$ cat src/include/cbu_pkg.sv
// Package for the conditional branch unit: encodings, field positions, latencies
package cbu_pkg;
   localparam int CBU_XLEN = 32;
   localparam logic [5:0] CBU_OPC_REG = 6'h27;
   localparam logic [5:0] CBU_OPC_IMM = 6'h2f;
   localparam int CBU_OPC_HI = 31;
   localparam int CBU_OPC_LO = 26;
   localparam int CBU_DELAY_BIT = 25;
   localparam int CBU_COND_HI = 24;
   localparam int CBU_COND_LO = 21;
   localparam int CBU_TREG_HI = 20;
   localparam int CBU_TREG_LO = 16;
   localparam int CBU_OREG_HI = 15;
   localparam int CBU_OREG_LO = 11;
   localparam int CBU_IMM_HI = 15;
   localparam int CBU_IMM_LO = 0;
   localparam logic [3:0] CBU_COND_GT = 4'h4;
   localparam logic [3:0] CBU_COND_LE = 4'h3;
   localparam logic [3:0] CBU_COND_LT = 4'h2;
   localparam logic [3:0] CBU_COND_NE = 4'h1;
   localparam logic [31:0] CBU_PC_STEP = 32'h0000_0004;
   localparam logic [31:0] CBU_PC_RESET = 32'h0000_0000;
   localparam logic [3:0] CBU_LAT_NOT_TAKEN = 4'h1;
   localparam logic [3:0] CBU_LAT_TAKEN_DELAY = 4'h2;
   localparam logic [3:0] CBU_LAT_TAKEN_NODELAY = 4'h3;
   localparam logic [3:0] CBU_LAT_PRED_OK = 4'h1;
   localparam logic [3:0] CBU_LAT_MISPRED_AREA0 = 4'h3;
   localparam logic [3:0] CBU_LAT_MISPRED_AREA2_MIN = 4'h7;
   localparam logic [3:0] CBU_LAT_MISPRED_AREA2_MAX = 4'h9;
   localparam int CBU_AREA_FAST = 0;
   localparam int CBU_AREA_DEEP = 2;
   typedef enum logic [2:0] {
      CBU_IDLE = 3'b001,
      CBU_BUSY = 3'b010,
      CBU_SLOT = 3'b100
   } cbu_state_e;
endpackage

$ cat src/hdl/cbu_branch_unit.sv
// Conditional branch unit: decode, compare-against-zero, next program counter and latency
// Contract
// - Decode opcodes, delay, condition, register, offset fields
// - Greater condition branches when value above zero
// - Less-or-equal branches when value at most zero
// - Less condition branches when value below zero
// - Not-equal branches when value is nonzero
// - Register form target is pc plus offset register
// - Immediate form target is pc plus extended immediate
// - Not taken advances pc by four
// - Delay flag set selects delayed variant
// - Delayed branch lets slot instruction complete
// - Undelayed branch squashes the following instruction
// - Immediate sign-extended from sixteen to thirty-two bits
// - Preceding prefix supplies the full immediate; the code takes only the upper half from the prefix, the low half from the word
// - Untaken branch occupies one cycle
// - Taken delayed branch takes two cycles
// - Taken undelayed branch takes three cycles
// - Correctly predicted immediate branch takes one cycle
// - Mispredict at area setting zero takes three
// - Mispredict at area setting two takes seven-nine
`timescale 1ns/100ps
module cbu_branch_unit
   import cbu_pkg::*;
#(
   parameter int AREA_OPTIMIZATION_SETTING = 0,
   parameter logic [3:0] DEEP_MISPRED_CYCLES = CBU_LAT_MISPRED_AREA2_MAX
) (
   input wire logic clk_sys, // Core clock
   input wire logic reset, // Asynchronous reset, active high
   input wire logic instr_valid, // Instruction presented for issue
   input wire logic [31:0] instr_word, // Instruction word, bit 0 is the msb
   input wire logic [31:0] pc_current, // Address of this instruction
   input wire logic [31:0] tested_register, // Value of the tested register
   input wire logic [31:0] offset_register, // Value of the offset register
   input wire logic prefix_valid, // Immediate prefix directly precedes
   input wire logic [15:0] prefix_high, // Upper immediate half from prefix
   input wire logic pred_valid, // Predictor gave a forecast
   input wire logic pred_taken, // Forecast outcome
   output logic instr_ready, // Unit can take an instruction
   output logic is_branch, // Last taken instruction was a branch
   output logic branch_taken, // Condition held
   output logic [31:0] pc_next, // Next program counter
   output logic pc_load, // Pulse: load pc_next
   output logic slot_execute, // Delay slot instruction may complete
   output logic slot_squash, // Following instruction is discarded
   output logic [4:0] tested_index, // Tested register number
   output logic [4:0] offset_index, // Offset register number
   output logic mispredict, // Pulse: prediction was wrong
   output logic [3:0] branch_cycles // Cycles the branch occupies
);
   cbu_state_e state_reg, state_next;
   logic [3:0] wait_reg, wait_next;
   logic ready_reg, ready_next;
   logic is_br_reg, is_br_next;
   logic taken_reg, taken_next;
   logic [31:0] pcn_reg, pcn_next;
   logic load_reg, load_next;
   logic [4:0] tidx_reg, tidx_next;
   logic [4:0] oidx_reg, oidx_next;
   logic slot_reg, slot_next;
   logic squash_reg, squash_next;
   logic misp_reg, misp_next;
   logic [3:0] cyc_reg, cyc_next;

   // Field picker: documented bit b counts from the msb, so it is word bit 31-b
   function automatic logic [5:0] opc_of(input logic [31:0] w);
      return w[CBU_OPC_HI:CBU_OPC_LO];
   endfunction

   // Only the four compare-against-zero conditions decode as branches
   function automatic logic cond_known(input logic [3:0] c);
      return (c >= CBU_COND_NE) && (c <= CBU_COND_GT);
   endfunction

   function automatic logic cond_true(input logic [3:0] c, input logic [31:0] v);
      logic neg;
      logic zero;
      neg = v[31];
      zero = (v == 32'h0000_0000);
      case (c)
         CBU_COND_GT: cond_true = !neg && !zero;
         CBU_COND_LE: cond_true = neg || zero;
         CBU_COND_LT: cond_true = neg;
         CBU_COND_NE: cond_true = !zero;
         default: cond_true = 1'b0;
      endcase
   endfunction

   // Keep the deep penalty inside its window whatever the parameter holds
   function automatic logic [3:0] deep_clamp(input logic [3:0] n);
      logic [3:0] r;
      r = n;
      if (n < CBU_LAT_MISPRED_AREA2_MIN) begin
         r = CBU_LAT_MISPRED_AREA2_MIN;
      end else if (n > CBU_LAT_MISPRED_AREA2_MAX) begin
         r = CBU_LAT_MISPRED_AREA2_MAX;
      end
      return r;
   endfunction

   // Occupancy of an accepted word; a forecast overrides it for the immediate form
   function automatic logic [3:0] lat_pick(input logic hit, input logic dly,
      input logic fcast, input logic fc_taken);
      logic [3:0] n;
      n = CBU_LAT_NOT_TAKEN;
      if (hit) begin
         n = dly ? CBU_LAT_TAKEN_DELAY : CBU_LAT_TAKEN_NODELAY;
      end
      if (fcast) begin
         if (fc_taken == hit) begin
            n = CBU_LAT_PRED_OK;
         end else if (AREA_OPTIMIZATION_SETTING == CBU_AREA_DEEP) begin
            // Deeper pipeline refills more stages after a wrong forecast
            n = deep_clamp(DEEP_MISPRED_CYCLES);
         end else begin
            n = CBU_LAT_MISPRED_AREA0;
         end
      end
      return n;
   endfunction

   logic [5:0] opc;
   logic dflag;
   logic [3:0] cond;
   logic dec_reg_form, dec_imm_form, dec_branch;
   logic [31:0] imm_ext, target, seq_pc;
   logic cond_ok, hit, fcast, accept;
   logic [3:0] lat;

   always_comb begin
      opc = opc_of(instr_word);
      dflag = instr_word[CBU_DELAY_BIT];
      cond = instr_word[CBU_COND_HI:CBU_COND_LO];
      dec_reg_form = (opc == CBU_OPC_REG) && cond_known(cond);
      dec_imm_form = (opc == CBU_OPC_IMM) && cond_known(cond);
      dec_branch = dec_reg_form || dec_imm_form;
      if (prefix_valid) begin
         imm_ext = {prefix_high, instr_word[CBU_IMM_HI:CBU_IMM_LO]};
      end else begin
         imm_ext = {{16{instr_word[CBU_IMM_HI]}}, instr_word[CBU_IMM_HI:CBU_IMM_LO]};
      end
      cond_ok = cond_true(cond, tested_register);
      hit = dec_branch && cond_ok;
      fcast = dec_imm_form && pred_valid;
      lat = lat_pick(hit, dflag, fcast, pred_taken);
      // A word is only taken in IDLE, so busy cycles never reach the decode
      accept = instr_valid && ready_reg && (state_reg == CBU_IDLE);
      seq_pc = pc_current + CBU_PC_STEP;
      if (dec_imm_form) begin
         target = pc_current + imm_ext;
      end else begin
         target = pc_current + offset_register;
      end
   end

   // Sequencing: holds instr_ready low for the busy cycles of a slow branch
   always_comb begin
      state_next = state_reg;
      wait_next = wait_reg;
      ready_next = ready_reg;
      case (state_reg)
         CBU_IDLE: begin
            // A correct forecast or an untaken branch with no forecast stays in IDLE
            if (accept && dec_branch && (lat > CBU_LAT_NOT_TAKEN)) begin
               wait_next = lat - 4'h1;
               ready_next = 1'b0;
               state_next = (hit && dflag) ? CBU_SLOT : CBU_BUSY;
            end
         end
         CBU_SLOT: begin
            // Slot instruction issues elsewhere while the target is fetched
            wait_next = wait_reg - 4'h1;
            if (wait_reg == 4'h1) begin
               ready_next = 1'b1;
               state_next = CBU_IDLE;
            end else begin
               state_next = CBU_BUSY;
            end
         end
         CBU_BUSY: begin
            wait_next = wait_reg - 4'h1;
            if (wait_reg == 4'h1) begin
               ready_next = 1'b1;
               state_next = CBU_IDLE;
            end
         end
         default: begin
            state_next = CBU_IDLE;
            wait_next = 4'h0;
            ready_next = 1'b1;
         end
      endcase
   end

   always_ff @(posedge clk_sys or posedge reset) begin
      if (reset) begin
         state_reg <= CBU_IDLE;
         wait_reg <= 4'h0;
         ready_reg <= 1'b1;
      end else begin
         state_reg <= state_next;
         wait_reg <= wait_next;
         ready_reg <= ready_next;
      end
   end

   // Result: decoded fields and next program counter of the accepted word
   always_comb begin
      is_br_next = is_br_reg;
      taken_next = taken_reg;
      pcn_next = pcn_reg;
      load_next = 1'b0;
      tidx_next = tidx_reg;
      oidx_next = oidx_reg;
      if (accept) begin
         // Non-branch words still report their fall-through address
         is_br_next = dec_branch;
         taken_next = hit;
         load_next = dec_branch;
         tidx_next = instr_word[CBU_TREG_HI:CBU_TREG_LO];
         oidx_next = instr_word[CBU_OREG_HI:CBU_OREG_LO];
         pcn_next = hit ? target : seq_pc;
      end
   end

   always_ff @(posedge clk_sys or posedge reset) begin
      if (reset) begin
         is_br_reg <= 1'b0;
         taken_reg <= 1'b0;
         pcn_reg <= CBU_PC_RESET;
         load_reg <= 1'b0;
         tidx_reg <= 5'h00;
         oidx_reg <= 5'h00;
      end else begin
         is_br_reg <= is_br_next;
         taken_reg <= taken_next;
         pcn_reg <= pcn_next;
         load_reg <= load_next;
         tidx_reg <= tidx_next;
         oidx_reg <= oidx_next;
      end
   end

   // Delay slot flags: each clears after the first SLOT or BUSY cycle, else holds until the next accepted word
   always_comb begin
      slot_next = slot_reg;
      squash_next = squash_reg;
      if (state_reg == CBU_SLOT) begin
         slot_next = 1'b0;
      end
      if (state_reg == CBU_BUSY) begin
         squash_next = 1'b0;
      end
      if (accept) begin
         slot_next = hit && dflag;
         squash_next = hit && !dflag;
      end
   end

   always_ff @(posedge clk_sys or posedge reset) begin
      if (reset) begin
         slot_reg <= 1'b0;
         squash_reg <= 1'b0;
      end else begin
         slot_reg <= slot_next;
         squash_reg <= squash_next;
      end
   end

   // Latency report and one-cycle mispredict pulse
   always_comb begin
      misp_next = 1'b0;
      cyc_next = cyc_reg;
      if (accept) begin
         misp_next = fcast && (pred_taken != hit);
         cyc_next = lat;
      end
   end

   always_ff @(posedge clk_sys or posedge reset) begin
      if (reset) begin
         misp_reg <= 1'b0;
         cyc_reg <= 4'h0;
      end else begin
         misp_reg <= misp_next;
         cyc_reg <= cyc_next;
      end
   end

   // Every output comes straight from its register
   assign instr_ready = ready_reg;
   assign is_branch = is_br_reg;
   assign branch_taken = taken_reg;
   assign pc_next = pcn_reg;
   assign pc_load = load_reg;
   assign slot_execute = slot_reg;
   assign slot_squash = squash_reg;
   assign tested_index = tidx_reg;
   assign offset_index = oidx_reg;
   assign mispredict = misp_reg;
   assign branch_cycles = cyc_reg;
endmodule

$ cat config.mk
export PLATFORM = sky130hd
export DESIGN_NAME = cbu_branch_unit
export DESIGN_NICKNAME = d
export VERILOG_FILES = /design/src/include/cbu_pkg.sv /design/src/hdl/cbu_branch_unit.sv
export SDC_FILE = /design/constraint.sdc
export NUM_CORES = 1
export LEC_CHECK = 0
export BUFFER_PORTS_ARGS = -buffer_cell sky130_fd_sc_hd__buf_2
export CAP_MARGIN = 25
export CORE_MARGIN = 1
export CORE_UTILIZATION = 53
export CTS_BUF_LIST = sky130_fd_sc_hd__clkbuf_16
export DETAILED_ROUTE_END_ITERATION = 16
export PLACE_DENSITY_LB_ADDON = 0.12
export SLEW_MARGIN = 25
export SYNTH_ARGS = -nofsm -noshare
export SYNTH_HDL_FRONTEND = slang
export SYNTH_SLANG_ARGS = --single-unit
export TNS_END_PERCENT = 100
$ cat constraint.sdc
create_clock -name clk_sys -period 4.58 [get_ports clk_sys]
set_input_delay 0.916 -clock clk_sys [delete_from_list [all_inputs] [get_ports clk_sys]]
set_output_delay 0.916 -clock clk_sys [all_outputs]
set_load 0.01 [all_outputs]
==> metrics.csv <==
stage,metric,value,unit
routing,drc_errors,0,
synth,synth_top_area_frac,0.2578,
placed_design,port_buffers,200,
floorplanning,dieArea,10660,um^2
floorplanning,die_w,103.3,um
power_and_ir_drop,power,1.989,mW
cts,hold_buffers,0,
layout,final_core_util,0.7010,
setup_path,crit_start,instr_word[24],
cts,ctsLongestPathBuffers,2,
timing,maxSlewHeadroom,0.5228,
routing,drtIter0Drc,352,
timing,setup_ws,0.2483,ns
worst_hold_path,worstHoldStart,is_branch$_DFFE_PP0P_,
power_and_ir_drop,p_per_area,287.6,nW/um^2
setup_path,worstPathRequired,4.81,ns
synth,netlist_area,5435,um^2
synth,ys_warn_count,0,
power_and_ir_drop,p_leak,3.461,nW
floorplanning,ioPinCount,203,
layout,largest_reg_flops,32,
cts,cts_setup_buffers,0,
setup_path,cp_max_fo,9,
routing,wl,17100,um
synth,yosys-top-cells-count,"nand2_1, a21oi_1, dfrtp_1, o21ai_0, nor2_1",
synth,synth-async-reset-ratio,1.000,
global_route,grt_start_max_net_pins,59,
routing,drt_first_pass_iters,5,
worst_hold_path,hold_path.class,flop to flop,
cts,cts_tree,yes,
setup_path,critical_path_class,input port to flop,
cts,cts_resized,0,
setup_path,reg2reg_from,state_reg[0]$_DFFE_PP1P_,
layout,area_growth,27.23,%
layout,nNetsFinal,1123,
synth,yosys.area.top_type,dfrtp_1,
setup_path,startpoint_type,input port,
setup_path,arrival,4.56,ns
timing,worst_slew_pin_slew,0.7158,ns
floorplanning,die_h,103.3,um
timing,fin_crit_sh,0.9458,
global_route,grtUsageTotal,0.3285,
placed_design,place_area,6606,um^2
setup_path,critPathCaptureType,flop,
floorplanning,start_util,0.5510,
routing,via_count,6116,
worst_hold_path,min_path_cells,1,
synth,synthTopCellsByArea,"dfrtp_1, nand2_1, ha_1",
routing,wire_per_inst,15.90,um
cts,cts_max_level,3,
synth,syn_area_per_cell,7.345,um^2
placed_design,hpwlAfterDp,13620,um
cts,clkTransAtPathRegs,0.05,ns
cts,insertion_delay,0.33,ns
routing,viasPerCell,5.689,
power_and_ir_drop,worst_ir_drop_vdd,0.0001889,V
cts,root_buffer,clkbuf_16,
global_route,antenna_found_initial,0,
layout,drive_above_1_share,0.2739,
setup_path,reg2reg_depth,7,
layout,fin_area,6915,um^2
global_route,first_global_vias,5550,
floorplanning,core,9864,um^2
cts,cts_sinks,58,
synth,synth_cell_type_count,70,
floorplanning,fp-row-count,36,
synth,synth-edff-count,0,
synth,synth.most_common_cell,nand2_1,
timing,min_period,4.332,ns
synth,syn_inst,740,
timing,fin_skew,0.005932,ns
synth,yosys_register_bits,58,
routing,ant_nets,0,
synth,yosysSeqAreaShare,0.2675,
timing,finalSetupViolCount,0,
timing,maxSlewViolCount,0,
timing,hold_viol_final,0,
timing,fmax,230.9,MHz
layout,antennaDiodeCount,0,
outcome,outcome,completed,
cts,cts_buffers,9,
placed_design,place_ws,-0.1647,ns
global_route,grt_pass1_wl,26880,um
global_route,grt-ovfl-total,0,
run,drv_cap,0,
synth,synth-main-ff-cell,dfrtp_1,
placed_design,place_congestion,1.016,
-- kinds of logic (layout without fill, tap and decap cells) --
group / after synthesis / count (layout) / synth area share
flip-flops: 58 / 58 / 0.2675
multiplexers: 6 / 6 / 0.01151
adder cells (fa/ha/maj): 36 / 36 / 0.08425
XOR/XNOR: 60 / 60 / 0.09669
AO/OA/AOI/OAI: 202 / 202 / 0.2169
buffers and inverters: 52 / 253 / 0.04028
AND/OR/NAND/NOR: 325 / 325 / 0.2822
other: 1 / 2 / 0.0006899
-- placed cells by master, fill, tap and decap left out, drive strengths merged, types with 3 or more instances in the layout --
cell and count:
buf 218, nand2 158, a21oi 80, o21ai 66, dfrtp 56, nor2 56
ha 35, xor2 32, xnor2 28, nand3 25, inv 18, nor3 15
nand4 14, a21o 12, and3 12, nor4 9, clkbuf 9, and2 8
clkinv 7, nand2b 5, o31ai 5, nor2b 5, nor3b 4, o21a 4
o211ai 4, a22oi 4, mux2i 4, a211oi 4, a211o 3, o221ai 3
or3 3
-- critical path: stages --
cell and delay [ns]:
buf_2 0.11, nand4bb_1 0.18, nor4b_1 0.34, buf_4 0.20, nand2_1 0.19, clkinv_1 0.15, buf_4 0.19, nand2_1 0.07
nand2_1 0.06, ha_1 0.27, a21oi_1 0.26, nor2b_1 0.13, nor3_1 0.42, o21ai_2 0.18, a21o_1 0.23, a221oi_1 0.33
xor2_1 0.12, o31ai_1 0.22
-- path summary, 6_finish.rpt --
check,to,slack (ns)
worst max-delay path,pc_next[30]$_DFFE_PP0P_,0.25
worst min-delay path,is_branch$_DFFE_PP0P_,0.47
worst max register to register,pc_next[29]$_DFFE_PP0P_,1.93
worst min register to register,is_branch$_DFFE_PP0P_,0.47
max in group asynchronous,branch_cycles[0]$_DFFE_PP0P_,3.31
min in group asynchronous,slot_execute$_DFFE_PP0P_,0.81
-- metrics by stage --
stage	hold WS, ns	setup TNS (ns)	cells
6_report	0.4691	0	1075
5_1_grt	0.4876	-0.06142	1075
4_1_cts	0.4696	0	1075
3_5_place_dp	0.4576	-0.2078	1059
3_3_place_gp	0.4528	-0.1347	1059
2_1_floorplan	0.4968	0	741
-- layer usage --
metal	track usage	up-vias	routed length [um]
li1	-	3002	-
met1	0.4533	2805	7613
met2	0.5251	285	7797
met3	0.05981	24	1412
met4	0.09859	0	273
met5	0	-	0
-- power by group --
part | internal, mW | switching [mW] | total [mW] | leakage (nW)
clock network | 0.413 | 0.223 | 0.636 | 0.142
registers | 0.594 | 0.0575 | 0.652 | 0.709
logic | 0.293 | 0.408 | 0.701 | 2.61
total | 1.30 | 0.689 | 1.99 | 3.46
-- area by class of cell --
class                           count  area (um^2)
Fill cell                         845         2949
Clock inverter                      7        60.06
Timing Repair Buffer              218         1136
Clock buffer                        9        225.2
Multi-Input combinational cell    631         3802
Inverter                           19        71.32
Sequential cell                    58         1454
Tap cell                          133        166.4
Power figures use the tool's default switching activity.
